`src/sci_pkg.sv`:
```
// Constants, register map and state codes shared by the serial channel interval block.
// Assumes a byte-wide register port and one main clock for all logic.
package sci_pkg;
    localparam int DATA_W = 8;
    localparam int ADDR_W = 16;
    localparam int FIFO_DEPTH = 8;
    localparam int CLK_PERIOD_NS = 8;
    localparam logic [ADDR_W-1:0] ADDR_MODE = 16'hFF68;
    localparam logic [ADDR_W-1:0] ADDR_INTERVAL = 16'hFF6B;
    localparam logic [ADDR_W-1:0] ADDR_SHIFT = 16'hFF6C;
    localparam logic [DATA_W-1:0] MODE_RESET = 8'h00;
    localparam logic [DATA_W-1:0] INTERVAL_RESET = 8'h00;
    localparam logic [DATA_W-1:0] MODE_WMASK = 8'hE3;
    localparam logic [DATA_W-1:0] INTERVAL_WMASK = 8'h9F;
    localparam int MODE_EN_BIT = 7;
    localparam int MODE_DIR_BIT = 6;
    localparam int MODE_ATE_BIT = 5;
    localparam int MODE_CLK_HI_BIT = 1;
    localparam int MODE_CLK_LO_BIT = 0;
    localparam int INT_EN_BIT = 7;
    localparam int INT_CODE_HI = 4;
    localparam int GAP_CNT_W = 13;
    localparam int GAP_UNIT_CLKS = 128;
    localparam int GAP_MIN_ADD_CLKS = 56;
    localparam int GAP_MAX_ADD_CLKS = 72;
    localparam logic [1:0] GAP_MIN_SCK_RISES = 2'h2;
    localparam logic [3:0] BIT_LAST = 4'h7;
    typedef enum logic [1:0]
    {
        ST_IDLE = 2'b00,
        ST_SHIFT = 2'b01,
        ST_GAP = 2'b10
    } sci_state_t;
endpackage

```
`src/sci_fifo_if.sv`:
```
// Interface carrying the byte stream between the channel top and its transmit FIFO.
// Assumes both ends run on the same main clock.
`timescale 1ns/1ps
interface sci_fifo_if #(parameter int W = 8);
    logic [W-1:0] wdata;
    logic wvalid;
    logic wready;
    logic [W-1:0] rdata;
    logic rvalid;
    logic rready;
    // The FIFO end takes pushes and offers pops.
    modport fifo (input wdata, input wvalid, output wready,
                  output rdata, output rvalid, input rready);
    // The user end pushes bytes and drains them.
    modport user (output wdata, output wvalid, input wready,
                  input rdata, input rvalid, output rready);
endinterface

```
`src/sci_fifo.sv`:
```
// Synchronous FIFO for transmit bytes of the automatic transfer path.
// Assumes one clock and an asynchronous active low reset.
`timescale 1ns/1ps
module sci_fifo #(
    parameter int W = 8,
    parameter int DEPTH = 8
) (
    input wire logic clk_i,
    input wire logic rst_n_i,
    sci_fifo_if.fifo f
);
    localparam int PW = $clog2(DEPTH);
    localparam int CW = $clog2(DEPTH + 1);
    localparam logic [PW-1:0] PTR_LAST = PW'(DEPTH - 1);
    localparam logic [CW-1:0] CNT_FULL = CW'(DEPTH);

    typedef struct packed {
        logic [DEPTH-1:0][W-1:0] mem;
        logic [PW-1:0] wptr;
        logic [PW-1:0] rptr;
        logic [CW-1:0] cnt;
    } sci_fifo_st_t;

    sci_fifo_st_t q_ff;
    sci_fifo_st_t nxt_q;
    logic push;
    logic pop;

    // Full and empty follow the occupancy count, so both flags are exact.
    assign f.wready = (q_ff.cnt != CNT_FULL);
    assign f.rvalid = (q_ff.cnt != '0);
    assign f.rdata = q_ff.mem[q_ff.rptr];
    assign push = f.wvalid & f.wready;
    assign pop = f.rvalid & f.rready;

    // Pointers wrap at the last entry so any depth works, not only powers of two.
    always_comb
    begin
        nxt_q = q_ff;
        if (push)
        begin
            nxt_q.mem[q_ff.wptr] = f.wdata;
            nxt_q.wptr = (q_ff.wptr == PTR_LAST) ? '0 : PW'(q_ff.wptr + 1'b1);
        end
        if (pop)
        begin
            nxt_q.rptr = (q_ff.rptr == PTR_LAST) ? '0 : PW'(q_ff.rptr + 1'b1);
        end
        if (push && !pop)
        begin
            nxt_q.cnt = CW'(q_ff.cnt + 1'b1);
        end
        else if (pop && !push)
        begin
            nxt_q.cnt = CW'(q_ff.cnt - 1'b1);
        end
    end

    // State register.
    always_ff @(posedge clk_i or negedge rst_n_i)
    begin
        if (!rst_n_i)
        begin
            q_ff <= '0;
        end
        else
        begin
            q_ff <= nxt_q;
        end
    end
endmodule // sci_fifo

```
`src/sci_top.sv`:
```
// Serial channel with mode and interval registers, shifter and inter-byte gap timer.
// Assumes software writes registers through the byte port and feeds automatic
// bytes through the transmit stream; port multiplexing lives outside this block.
`timescale 1ns/1ps
module sci_top #(
    parameter int GAP_UNIT = sci_pkg::GAP_UNIT_CLKS
) (
    input wire logic CLK_I,
    input wire logic RESET_N_I,
    input wire logic [sci_pkg::ADDR_W-1:0] REG_ADDR_I,
    input wire logic REG_WR_I,
    input wire logic REG_RD_I,
    input wire logic [sci_pkg::DATA_W-1:0] REG_WDATA_I,
    output logic [sci_pkg::DATA_W-1:0] REG_RDATA_O,
    input wire logic [sci_pkg::DATA_W-1:0] TX_DATA_I,
    input wire logic TX_VALID_I,
    output logic TX_READY_O,
    output logic [sci_pkg::DATA_W-1:0] RX_DATA_O,
    output logic RX_VALID_O,
    input wire logic TMR2_CLK_I,
    input wire logic PRESC_CLK_I,
    input wire logic RX_USE_I,
    input wire logic SI_I,
    output logic SO_O,
    output logic SO_OE_O,
    input wire logic SCK_I,
    output logic SCK_O,
    output logic SCK_OE_O,
    output logic STB_O,
    output logic STB_OE_O,
    output logic SI_SERIAL_O,
    output logic BUSY_O
);
    import sci_pkg::*;

    typedef struct packed {
        logic [DATA_W-1:0] mode;
        logic [DATA_W-1:0] interval;
        logic [DATA_W-1:0] shreg;
        logic so;
        logic [3:0] bitcnt;
        sci_state_t st;
        logic armed;
        logic [GAP_CNT_W-1:0] gapcnt;
        logic [1:0] sckrise;
        logic sck_m;
        logic sck_s;
        logic si_m;
        logic si_s;
        logic sck_prev;
        logic [DATA_W-1:0] rdata;
        logic [DATA_W-1:0] rxdata;
        logic rxvalid;
        logic stb;
    } sci_top_st_t;

    sci_top_st_t q_ff;
    sci_top_st_t nxt_q;
    logic enabled;
    logic auto_mode;
    logic msb_first_n;
    logic ext_clk;
    logic sck_lvl;
    logic sck_rise;
    logic sck_fall;
    logic [GAP_CNT_W-1:0] gap_target;
    logic [DATA_W-1:0] shifted;
    logic pop_ok;

    sci_fifo_if #(.W(DATA_W)) tx_if ();

    sci_fifo #(
        .W(DATA_W),
        .DEPTH(FIFO_DEPTH)
    ) u_tx_fifo (
        .clk_i(CLK_I),
        .rst_n_i(RESET_N_I),
        .f(tx_if.fifo)
    );

    // Mode decode from the stored mode register.
    assign enabled = q_ff.mode[MODE_EN_BIT];
    assign auto_mode = q_ff.mode[MODE_ATE_BIT];
    assign msb_first_n = q_ff.mode[MODE_DIR_BIT];
    assign ext_clk = ~q_ff.mode[MODE_CLK_HI_BIT];

    // The external pin is only read after its synchroniser; internal sources
    // are already on the main clock.
    always_comb
    begin
        if (ext_clk)
        begin
            sck_lvl = q_ff.sck_s;
        end
        else if (q_ff.mode[MODE_CLK_LO_BIT])
        begin
            sck_lvl = PRESC_CLK_I;
        end
        else
        begin
            sck_lvl = TMR2_CLK_I;
        end
    end

    // Edge detection against the previous sampled level.
    assign sck_rise = sck_lvl & ~q_ff.sck_prev;
    assign sck_fall = ~sck_lvl & q_ff.sck_prev;

    // The gap target follows the live interval code, which is why the code
    // must not change while an automatic sequence runs.
    assign gap_target = GAP_CNT_W'((q_ff.interval[INT_CODE_HI:0] + 1) * GAP_UNIT
                        + GAP_MIN_ADD_CLKS);

    // Next shift register content after sampling the serial input.
    assign shifted = msb_first_n ? {q_ff.si_s, q_ff.shreg[DATA_W-1:1]}
                                 : {q_ff.shreg[DATA_W-2:0], q_ff.si_s};

    // Automatic bytes are drained only when the channel waits for one.
    assign pop_ok = enabled & auto_mode & (q_ff.st == ST_IDLE);

    // Transmit stream joins the FIFO; its ready stalls the source when full.
    assign tx_if.wdata = TX_DATA_I;
    assign tx_if.wvalid = TX_VALID_I;
    assign TX_READY_O = tx_if.wready;
    assign tx_if.rready = pop_ok;

    // Whole next-state function of the channel.
    always_comb
    begin
        nxt_q = q_ff;
        nxt_q.sck_m = SCK_I;
        nxt_q.sck_s = q_ff.sck_m;
        nxt_q.si_m = SI_I;
        nxt_q.si_s = q_ff.si_m;
        nxt_q.sck_prev = sck_lvl;
        nxt_q.rxvalid = 1'b0;
        nxt_q.stb = 1'b0;

        // Register reads are answered one clock later; unmapped reads give zero.
        if (REG_RD_I)
        begin
            case (REG_ADDR_I)
                ADDR_MODE: nxt_q.rdata = q_ff.mode;
                ADDR_INTERVAL: nxt_q.rdata = q_ff.interval;
                ADDR_SHIFT: nxt_q.rdata = q_ff.shreg;
                default: nxt_q.rdata = '0;
            endcase
        end

        // Register writes; reserved bits are forced to zero.
        if (REG_WR_I)
        begin
            case (REG_ADDR_I)
                ADDR_MODE:
                begin
                    nxt_q.mode = REG_WDATA_I & MODE_WMASK;
                end
                ADDR_INTERVAL:
                begin
                    nxt_q.interval = REG_WDATA_I & INTERVAL_WMASK;
                end
                ADDR_SHIFT:
                begin
                    // A write during a shift is ignored so the byte is not torn.
                    if (q_ff.st == ST_IDLE)
                    begin
                        nxt_q.shreg = REG_WDATA_I;
                        nxt_q.so = 1'b0;
                        if (enabled && !auto_mode)
                        begin
                            nxt_q.st = ST_SHIFT;
                            nxt_q.armed = 1'b0;
                            nxt_q.bitcnt = '0;
                        end
                    end
                end
                default:
                begin
                end
            endcase
        end

        // Stopped channel: no shifting, counter held clear. The written mode is
        // used so that a stop takes effect on the very edge that stores it.
        if (!nxt_q.mode[MODE_EN_BIT])
        begin
            nxt_q.st = ST_IDLE;
            nxt_q.bitcnt = '0;
            nxt_q.gapcnt = '0;
            nxt_q.sckrise = '0;
            nxt_q.armed = 1'b0;
        end
        else
        begin
            case (q_ff.st)
                ST_IDLE:
                begin
                    // Automatic mode takes the next byte from the FIFO.
                    if (pop_ok && tx_if.rvalid)
                    begin
                        nxt_q.shreg = tx_if.rdata;
                        nxt_q.st = ST_SHIFT;
                        nxt_q.armed = 1'b0;
                        nxt_q.bitcnt = '0;
                    end
                end
                ST_SHIFT:
                begin
                    // The first falling edge arms the byte so a half-open low
                    // phase of a free running source never counts as a bit.
                    if (sck_fall)
                    begin
                        nxt_q.armed = 1'b1;
                        nxt_q.so = msb_first_n ? q_ff.shreg[0] : q_ff.shreg[DATA_W-1];
                    end
                    if (sck_rise && q_ff.armed)
                    begin
                        nxt_q.shreg = shifted;
                        nxt_q.bitcnt = 4'(q_ff.bitcnt + 1'b1);
                        if (q_ff.bitcnt == BIT_LAST)
                        begin
                            nxt_q.rxvalid = 1'b1;
                            nxt_q.rxdata = shifted;
                            nxt_q.bitcnt = '0;
                            nxt_q.st = ST_IDLE;
                            if (auto_mode)
                            begin
                                nxt_q.stb = 1'b1;
                                if (q_ff.interval[INT_EN_BIT])
                                begin
                                    nxt_q.st = ST_GAP;
                                    nxt_q.gapcnt = '0;
                                    nxt_q.sckrise = '0;
                                end
                                else
                                begin
                                    nxt_q.st = ST_IDLE;
                                end
                            end
                        end
                    end
                end
                ST_GAP:
                begin
                    // Count main clocks and serial clock rises; both must be met.
                    if (q_ff.gapcnt != gap_target)
                    begin
                        nxt_q.gapcnt = GAP_CNT_W'(q_ff.gapcnt + 1'b1);
                    end
                    if (sck_rise && (q_ff.sckrise != GAP_MIN_SCK_RISES))
                    begin
                        nxt_q.sckrise = 2'(q_ff.sckrise + 1'b1);
                    end
                    if ((q_ff.gapcnt == gap_target) &&
                        (q_ff.sckrise == GAP_MIN_SCK_RISES))
                    begin
                        nxt_q.st = ST_IDLE;
                    end
                end
                default:
                begin
                    nxt_q.st = ST_IDLE;
                end
            endcase
        end
    end

    // State register; reset clears both control registers to zero.
    always_ff @(posedge CLK_I or negedge RESET_N_I)
    begin
        if (!RESET_N_I)
        begin
            q_ff <= '0;
        end
        else
        begin
            q_ff <= nxt_q;
        end
    end

    // Pin drive; every enable drops while stopped so the port logic owns the pins.
    assign SO_O = q_ff.so;
    assign SO_OE_O = enabled;
    assign SCK_O = ((q_ff.st == ST_SHIFT) && q_ff.armed) ? sck_lvl : 1'b1;
    assign SCK_OE_O = enabled & ~ext_clk;
    assign STB_O = q_ff.stb;
    assign STB_OE_O = enabled & auto_mode;
    assign SI_SERIAL_O = enabled & RX_USE_I;
    assign BUSY_O = (q_ff.st != ST_IDLE);
    assign REG_RDATA_O = q_ff.rdata;
    assign RX_DATA_O = q_ff.rxdata;
    assign RX_VALID_O = q_ff.rxvalid;
endmodule // sci_top

```
`config.mk`:
```
export PLATFORM = sky130hd
export DESIGN_NAME = sci_top
export DESIGN_NICKNAME = d
export VERILOG_FILES = /design/src/sci_pkg.sv /design/src/sci_fifo_if.sv /design/src/sci_fifo.sv /design/src/sci_top.sv
export SDC_FILE = /design/constraint.sdc
export NUM_CORES = 1
export LEC_CHECK = 0
export BUFFER_PORTS_ARGS = -buffer_cell sky130_fd_sc_hd__buf_2
export CAP_MARGIN = 20
export CORE_MARGIN = 1.5
export CORE_UTILIZATION = 55
export CTS_BUF_LIST = sky130_fd_sc_hd__clkbuf_4 sky130_fd_sc_hd__clkbuf_8 sky130_fd_sc_hd__clkbuf_16
export CTS_CLUSTER_SIZE = 12
export DETAILED_ROUTE_END_ITERATION = 8
export PLACE_DENSITY = 0.73
export SYNTH_ARGS = -nofsm -noshare
export SYNTH_HDL_FRONTEND = slang
export SYNTH_SLANG_ARGS = --single-unit
```
`constraint.sdc`:
```
create_clock -name CLK_I -period 8.7 [get_ports CLK_I]
set_input_delay 0.435 -clock CLK_I [delete_from_list [all_inputs] [get_ports CLK_I]]
set_output_delay 0.435 -clock CLK_I [all_outputs]
set_load 0.01 [all_outputs]
```
==> results of run 1 <==
cells by family after synthesis:
group / after synthesis / share of synthesized area (%)
compound gates: 103 / 10.5
xor+xnor: 15 / 1.78
fa+ha+maj: 13 / 2.31
buf+inv: 59 / 4.21
flops: 139 / 47.2
mux: 131 / 22.0
simple gates: 158 / 12.1
Yosys cell counts, types with 5 or more instances:
cell type	instances	area share [%]
dfrtp_1	139	47
mux2_2	86	13
nand2_1	38	1.9
nor2_1	32	1.6
mux2i_1	29	3.9
o21ai_0	19	1.3
inv_1	18	0.92
buf_4	17	1.7
mux4_2	16	4.9
nand3_1	16	1.1
a21oi_1	15	1.0
ha_1	12	2.0
xnor2_1	12	1.4
clkbuf_1	11	0.56
nor3_1	8	0.54
o211ai_1	8	0.81
a22oi_1	7	0.71
and3_1	7	0.59
buf_2	7	0.48
a31oi_1	6	0.51
nor2b_1	6	0.51
and2_1	5	0.42
o22a_1	5	0.59
o22ai_1	5	0.42
or4_1	5	0.51
state kept, by name, indices dropped and copies added (netlist names):
register	flops
u_tx_fifo.q_ff	74
q_ff	41
REG_RDATA_O	8
RX_DATA_O	8
nxt_q	2
RX_VALID_O	1
SO_O	1
SO_OE_O	1
STB_O	1
auto_mode	1
msb_first_n	1
routing by layer:
metal	track usage, %	up-vias	wire length (um)
met5	0	-	0
met4	11.8	0	590
met3	5.84	43	954
met2	44.4	186	8770
met1	33.5	2669	7450
li1	-	2396	-
area by class of cell:
type,count,share of cell area [%]
Multi-Input combinational cell,420,42.7
Clock inverter,5,1.24
Inverter,20,0.895
Tap cell,176,2.62
Timing Repair Buffer,71,4.67
Clock buffer,27,6.41
Sequential cell,139,41.5
stage by stage:
step | cell area, um^2 | instances | util (%)
2_1_floorplan | 7370 | 618 | -
3_3_place_gp | 7710 | 824 | 58.7
3_5_place_dp | 7710 | 824 | 58.7
4_1_cts | 8350 | 856 | 63.6
5_1_grt | 8390 | 858 | 63.9
6_report | 8390 | 858 | 63.9
critical path, cell delays in order (launching register included):
cell and delay, ps:
dfrtp_1 450, or4_1 520, and4_4 240, inv_1 340, ha_1 270, inv_1 90
ha_1 270, a21o_2 210, a21oi_1 160, xnor2_1 130, nor2_1 70, xor2_1 140
path summary, 6_finish.rpt:
kind / start / slack, ps / depth (start not counted) / end
min: RESET_N_I / -8 / 1 / q_ff[21]
max: u_tx_fifo.q_ff[0] / 5680 / 11 / u_tx_fifo.q_ff[3]
min in group CLK_I: SCK_I / 120 / 1 / nxt_q[21]
max reg2reg: u_tx_fifo.q_ff[0] / 5680 / 11 / u_tx_fifo.q_ff[3]
min reg2reg: nxt_q[19] / 350 / 0 / q_ff[19]
max in group asynchronous: RESET_N_I / 7600 / 3 / RX_VALID_O
power by group:
| group | leakage [uW] | switching [uW] | internal, uW | total, uW |
|---|---|---|---|---|
| clock | 0.000321 | 270 | 510 | 780 |
| sequential | 0.00172 | 109 | 816 | 925 |
| combinational | 0.00165 | 165 | 252 | 416 |
==> metrics, run 1 <==
#FFs+latches synth=139; Worst VDD drop=0.000194 V; crit share post-route=34.7%; Num CTS Buffers=17; Clock Latency Late Sink=430 ps; failing checks=negative hold slack; Diodes inserted=0; maxcap violations=0; Main synth FF type=dfrtp_1; residual DRC count=0; DRT Wirelength=17,800 um; starting density of the core=56.1%; fill cell count=1,012; critical path class=flop to flop; Die Width=119 um; Post-DP HPWL=12,300 um; Final Hold Viols=10; total chip power=2120 uW; root buffer cell=clkbuf_16; Port Buffers=67; chip height=119 um; Rel. slew slack=28.2%; Hold-fix buffers, CTS=0; unrepaired setup endpoints after global routing=no; CTS max path bufs=2; layout overhead on the synthesized area=13.8%; H-tree depth=4; TritonRoute pass-1 iters=5; die area=0.0141 mm^2; Syn Area/Cell=11.9 um^2; vias in the first global route=5,432; Iteration-0 DRC Markers=327; outcome=finished with violations; Post-synth EDFFs=0; Cell Pwr Density=253 mW/mm^2; gr usage total=26.6%; Nets=724; vias per cell=6.17; row count=42; # clock sinks=139; Peak Freq=331 MHz; Post-CTS Setup Bufs=0; first-pass GRT wire length=28,600 um; mapped cell area=0.00737 mm^2; Slew Viols, Final=0; syn nets=673; gpl congestion=0.921; CTS clk-pin slew, worst paths=60 ps; CTS tree=yes; Critical Path Source Type=flop; Setup violations, final=0; synthesized instance count=618; min Tclk post-route=3020 ps; area of the multi-input gates=0.00358 mm^2; Critical Path AT=3330 ps; Final ANT Viol Nets=0; DR WL/cell=20.7 um; synth unique cells=78; Post-CTS Resized=0; WP data required=9010 ps; commonest non-fill, non-tap cell in the layout=dfrtp_1; worst hold-check path type=input pin to async pin; # IOs=68; Synth Warn #=0; Remaining Overflow, GRT=0; register area share after synthesis=47.2%; Core ar.=0.0131 mm^2; setup TNS=0 ps; worst-path fanout max=14; share of cells above drive strength 1=35.2%; initial antenna violation count=0; Post-Place Worst Slack=5660 ps; Setup WS post-layout=5680 ps; post-synthesis async set-or-reset flop share=100%; Hold Slack=-8.44 ps; Critical Path Sink Type=flop; Seq. cell area=0.00348 mm^2; commonest cells after routing, fill and taps aside=139 x dfrtp_1, 86 x mux2_2, 66 x buf_2; vias after detailed routing=5,294; static leakage=0.00369 uW; clock skew=7.30 ps; largest net degree at the start of global routing=80; Worst Tran Pin Value=1070 ps
Power figures use the tool's default switching activity.
==> run 2, diff against run 1 <==
==> constraint.sdc (replaced) <==
create_clock -name CLK_I -period 3.1 [get_ports CLK_I]
set_input_delay 0.155 -clock CLK_I [delete_from_list [all_inputs] [get_ports CLK_I]]
set_output_delay 0.155 -clock CLK_I [all_outputs]
set_load 0.01 [all_outputs]
==> metrics, run 2 (same netlist as run 1, synthesis figures left out) <==
gr usage total=25.8% (was 26.6%); WP data required=3410 ps (was 9010 ps); CTS max path bufs=2 (unchanged); first-pass GRT wire length=27,800 um (was 28,600 um); Critical Path Sink Type=flop (unchanged); Num CTS Buffers=17 (unchanged); row count=42 (unchanged); commonest non-fill, non-tap cell in the layout=dfrtp_1 (unchanged); gpl congestion=0.907 (was 0.921); worst hold-check path type=input pin to flop (was input pin to async pin); Post-DP HPWL=12,000 um (was 12,300 um); setup TNS=0 ps (unchanged); maxcap violations=0 (unchanged); commonest cells after routing, fill and taps aside=139 x dfrtp_1, 86 x mux2_2, 66 x buf_2 (unchanged); Clock Latency Late Sink=430 ps (about the same); root buffer cell=clkbuf_16 (unchanged); starting density of the core=56.1% (unchanged); Diodes inserted=0 (unchanged); unrepaired setup endpoints after global routing=no (unchanged); largest net degree at the start of global routing=99 (was 80); Port Buffers=67 (unchanged); Iteration-0 DRC Markers=322 (was 327); Largest Register=u_tx_fifo.q_ff (unchanged); number of flip-flops in the largest register=74 (unchanged); Nets=733 (was 724); CTS tree=yes (unchanged); outcome=complete, no violations (was finished with violations); CTS clk-pin slew, worst paths=60 ps (about the same); vias in the first global route=5,403 (was 5,432); Setup violations, final=0 (unchanged); Worst VDD drop=0.000607 V (was 0.000194 V); DRT Wirelength=17,200 um (was 17,800 um); crit share post-route=88.5% (was 34.7%); Remaining Overflow, GRT=0 (unchanged); initial antenna violation count=0 (unchanged); worst-path fanout max=10 (was 14); Critical Path AT=3050 ps (was 3330 ps); vias after detailed routing=5,325 (was 5,294); clock skew=8.50 ps (was 7.30 ps); die area=0.0141 mm^2 (unchanged); TritonRoute pass-1 iters=5 (unchanged); share of cells above drive strength 1=35.3% (was 35.2%); fill cell count=1,012 (unchanged); Core ar.=0.0131 mm^2 (unchanged); largest registers=u_tx_fifo.q_ff: 74 flops, q_ff: 41 flops (unchanged); Cell Pwr Density=682 mW/mm^2 (was 253 mW/mm^2); Worst Tran Pin Value=1080 ps (was 1070 ps); Post-CTS Resized=0 (unchanged); Hold Slack=32.9 ps (was -8.44 ps); Critical Path Source Type=flop (unchanged); chip height=119 um (unchanged); H-tree depth=4 (unchanged); Final ANT Viol Nets=0 (unchanged); # clock sinks=139 (unchanged); Rel. slew slack=28.1% (was 28.2%); Peak Freq=365 MHz (was 331 MHz); residual DRC count=0 (unchanged); critical path class=flop to flop (unchanged); min Tclk post-route=2740 ps (was 3020 ps); Slew Viols, Final=0 (unchanged); static leakage=0.00370 uW (was 0.00369 uW); Die Width=119 um (unchanged); layout overhead on the synthesized area=14.0% (was 13.8%); Final Hold Viols=0 (was 10); # IOs=68 (unchanged); vias per cell=6.14 (was 6.17); DR WL/cell=19.8 um (was 20.7 um)
==> run 2: layer usage <==
| layer | global-route usage, % | share of wire (%) | wire (um) |
|---|---|---|---|
| met5 | 0 | 0 | 0 |
| met4 | 12.6 | 3.2 | 543 |
| met3 | 6.03 | 5.6 | 965 |
| met2 | 43.6 | 50 | 8680 |
| met1 | 31.3 | 41 | 7010 |
==> run 2: final timing paths <==
check / from / to / slack [ps] / cells after the start
max in group asynchronous: RESET_N_I / u_tx_fifo.q_ff[54] / 1940 / 3
min in group asynchronous: RESET_N_I / nxt_q[21] / 400 / 2
worst max register to register: u_tx_fifo.q_ff[1] / u_tx_fifo.q_ff[3] / 360 / 11
worst max-delay path: u_tx_fifo.q_ff[1] / u_tx_fifo.q_ff[3] / 360 / 11
worst min register to register: nxt_q[21] / q_ff[21] / 350 / 0
worst min-delay path: REG_WDATA_I[2] / q_ff[56] / 30 / 2
==> run 2: through the flow <==
| step | setup slack (ps) | total power (uW) | cells | cell area (um^2) | util, % |
|---|---|---|---|---|---|
| 5_1_grt | 227 | 6000 | 867 | 8400 | 63.9 |
| 6_report | 357 | 5730 | 867 | 8400 | 63.9 |
| 2_1_floorplan | 255 | 3420 | 618 | 7370 | - |
| 3_5_place_dp | 372 | 3760 | 830 | 7770 | 59.1 |
| 3_3_place_gp | 475 | 3650 | 830 | 7770 | 59.1 |
| 4_1_cts | 343 | 5780 | 867 | 8400 | 63.9 |
==> run 2: critical path, stage by stage, from the launching register on <==
cell	delay, ps
dfrtp_1	430
or4_1	560
and4_4	250
inv_1	80
ha_1	190
inv_1	90
ha_1	280
a21o_2	210
a21oi_1	180
xnor2_1	130
nor2_1	60
xor2_1	140
==> run 2: power by group <==
part	switching [uW]	total [uW]	internal, uW
Sequential	280	2570	2290
Combinational	445	1150	709
Clock	780	2010	1230
Total	1500	5730	4220
==> run 2: what timing repair did <==
action	in CTS	in global routing
hold buffers	5	0
buffers inserted	0	0
endpoints found under the hold margin	101	0
==> run 2: final cells by class <==
type	count	area (um^2)	area share [%]
clock inverters	10	118	1.40
well taps	176	220	2.62
clock buffers	22	463	5.51
repair buffers	80	464	5.53
flip-flops and latches	139	3480	41.4
inverters	20	75.1	0.894
multi-input cells	420	3580	42.6
==> run 3, diff against run 2 <==
--- a/config.mk
+++ b/config.mk
@@ -6,13 +6,13 @@
 export NUM_CORES = 1
 export LEC_CHECK = 0
 export BUFFER_PORTS_ARGS = -buffer_cell sky130_fd_sc_hd__buf_2
-export CAP_MARGIN = 20
 export CORE_MARGIN = 1.5
 export CORE_UTILIZATION = 55
 export CTS_BUF_LIST = sky130_fd_sc_hd__clkbuf_4 sky130_fd_sc_hd__clkbuf_8 sky130_fd_sc_hd__clkbuf_16
 export CTS_CLUSTER_SIZE = 12
 export DETAILED_ROUTE_END_ITERATION = 8
 export PLACE_DENSITY = 0.73
+export RECOVER_POWER = 50
 export SYNTH_ARGS = -nofsm -noshare
 export SYNTH_HDL_FRONTEND = slang
 export SYNTH_SLANG_ARGS = --single-unit
==> metrics, run 3 (same netlist as run 1, synthesis figures left out) <==
outcome=finished with violations (was complete, no violations); failing checks=max-capacitance violations, max-slew violations; Peak Freq=364 MHz (was 365 MHz); setup TNS=0 ps (unchanged); min Tclk post-route=2750 ps (was 2740 ps); row count=42 (unchanged); number of flip-flops in the largest register=74 (unchanged); vias after detailed routing=5,349 (was 5,325); gpl congestion=0.907 (unchanged); Worst Reg-to-Reg Cells=11 (unchanged); starting density of the core=56.1% (unchanged); Post-DP HPWL=12,000 um (unchanged); Worst Tran Pin Value=2240 ps (was 1080 ps); area of the multi-input gates=0.00358 mm^2 (about the same); worst hold stages=2 (unchanged); Critical Path AT=3060 ps (was 3050 ps); Final ANT Viol Nets=0 (unchanged); worst-path fanout max=10 (unchanged); worst hold-check path type=input pin to flop (unchanged); unrepaired setup endpoints after global routing=no (unchanged); Layout Utilization=63.7% (was 63.9%); Post-Place Worst Slack=372 ps (unchanged); # clock sinks=139 (unchanged); largest net degree at the start of global routing=99 (unchanged); Num CTS Buffers=17 (unchanged); # IOs=68 (unchanged); largest registers=u_tx_fifo.q_ff: 74 flops, q_ff: 41 flops (unchanged); Worst VDD drop=0.000606 V (was 0.000607 V); Iteration-0 DRC Markers=332 (was 322); commonest cells after routing, fill and taps aside=139 x dfrtp_1, 86 x mux2_2, 47 x buf_2 (was 139 x dfrtp_1, 86 x mux2_2, 66 x buf_2); first-pass GRT wire length=27,800 um (unchanged); Core ar.=0.0131 mm^2 (unchanged); Seq. cell area=0.00348 mm^2 (unchanged); Port Buffers=67 (unchanged); Die Width=119 um (unchanged); Largest Register=u_tx_fifo.q_ff (unchanged); Clock Latency Late Sink=430 ps (about the same); DRT Wirelength=17,200 um (about the same); layout overhead on the synthesized area=13.5% (was 14.0%); H-tree depth=4 (unchanged); clock skew=8.40 ps (was 8.50 ps); WP data required=3410 ps (about the same); Post-CTS Setup Bufs=0 (unchanged); TritonRoute pass-1 iters=8 (was 5); die area=0.0141 mm^2 (unchanged); Final Hold Viols=0 (unchanged); r2r setup slk=350 ps (was 360 ps); critical path class=flop to flop (unchanged); share of cells above drive strength 1=32.1% (was 35.3%); initial antenna violation count=0 (unchanged); vias per cell=6.17 (was 6.14); Remaining Overflow, GRT=0 (unchanged); CTS clk-pin slew, worst paths=60 ps (about the same); gr usage total=25.8% (unchanged); Cell Pwr Density=685 mW/mm^2 (was 682 mW/mm^2); residual DRC count=0 (unchanged); Critical Path Sink Type=flop (unchanged); Critical Path Source Type=flop (unchanged); Nets=733 (unchanged); Hold Slack=33.1 ps (was 32.9 ps); Diodes inserted=0 (unchanged); maxcap violations=1 (was 0); Rel. slew slack=-49.4% (was 28.1%); chip height=119 um (unchanged); CTS max path bufs=2 (unchanged); Setup WS post-layout=354 ps (was 357 ps); Slew Viols, Final=98 (was 0); CTS tree=yes (unchanged); vias in the first global route=5,403 (unchanged); fill cell count=1,017 (was 1,012); static leakage=0.00362 uW (was 0.00370 uW); DR WL/cell=19.8 um (about the same); root buffer cell=clkbuf_16 (unchanged); total chip power=5730 uW (about the same); commonest non-fill, non-tap cell in the layout=dfrtp_1 (unchanged); Setup violations, final=0 (unchanged); crit share post-route=88.6% (was 88.5%)
==> run 3: cell count changes in the layout (fill, tap and decap cells not counted) <==
cell,delta
and4bb_1,+1
buf_2,-19
and4bb_2,-1
nand4_2,-1
nand4_1,+1
clkbuf_1,+20
buf_6,-1
==> run 3: path summary, 6_finish.rpt <==
path	from	endpoint
worst max-delay path	u_tx_fifo.q_ff[1]	u_tx_fifo.q_ff[3]
worst min-delay path	REG_WDATA_I[5]	auto_mode
worst max register to register	u_tx_fifo.q_ff[1]	u_tx_fifo.q_ff[3]
worst min register to register	nxt_q[21]	q_ff[21]
max in group asynchronous	RESET_N_I	REG_RDATA_O[4]
min in group asynchronous	RESET_N_I	q_ff[21]
==> run 3: layer usage <==
layer / track usage, % / routed length (um)
met5: 0 / 0
met4: 12.6 / 604
met3: 6.03 / 951
met2: 43.6 / 8600
met1: 31.3 / 7050
==> run 3: stage by stage <==
step                      area, um^2  instances
after floorplan                 7370        618
after global placement          7770        830
after detailed placement        7770        830
after CTS                       8400        867
after global routing            8360        867
final                           8360        867
==> run 3: layout make-up <==
| cell class | count | share of cell area [%] |
|---|---|---|
| clock buffers | 22 | 5.54 |
| clock inverters | 10 | 1.41 |
| inverters | 20 | 0.898 |
| repair buffers | 80 | 5.18 |
| flip-flops and latches | 139 | 41.6 |
| well taps | 176 | 2.63 |
| multi-input cells | 420 | 42.8 |
==> run 3: critical path, stage by stage (launching register included) <==
cell and delay, ps:
dfrtp_1 430, or4_1 570, and4_4 250, inv_1 80, ha_1 190, inv_1 90, ha_1 280, a21o_2 210
a21oi_1 180, xnor2_1 130, nor2_1 60, xor2_1 140
==> run 3: repair_timing <==
item                      in CTS  in global routing
hold buffers                   5                  0
hold endpoints to repair     101                  0
resized for setup              0                  0
==> run 3: where the power goes <==
part	total (uW)	leakage, uW	switching (uW)	internal [uW]
sequential	2570	0.00172	280	2290
combinational	1150	0.00162	446	708
clock	2010	0.000290	782	1230
total	5730	0.00362	1510	4220
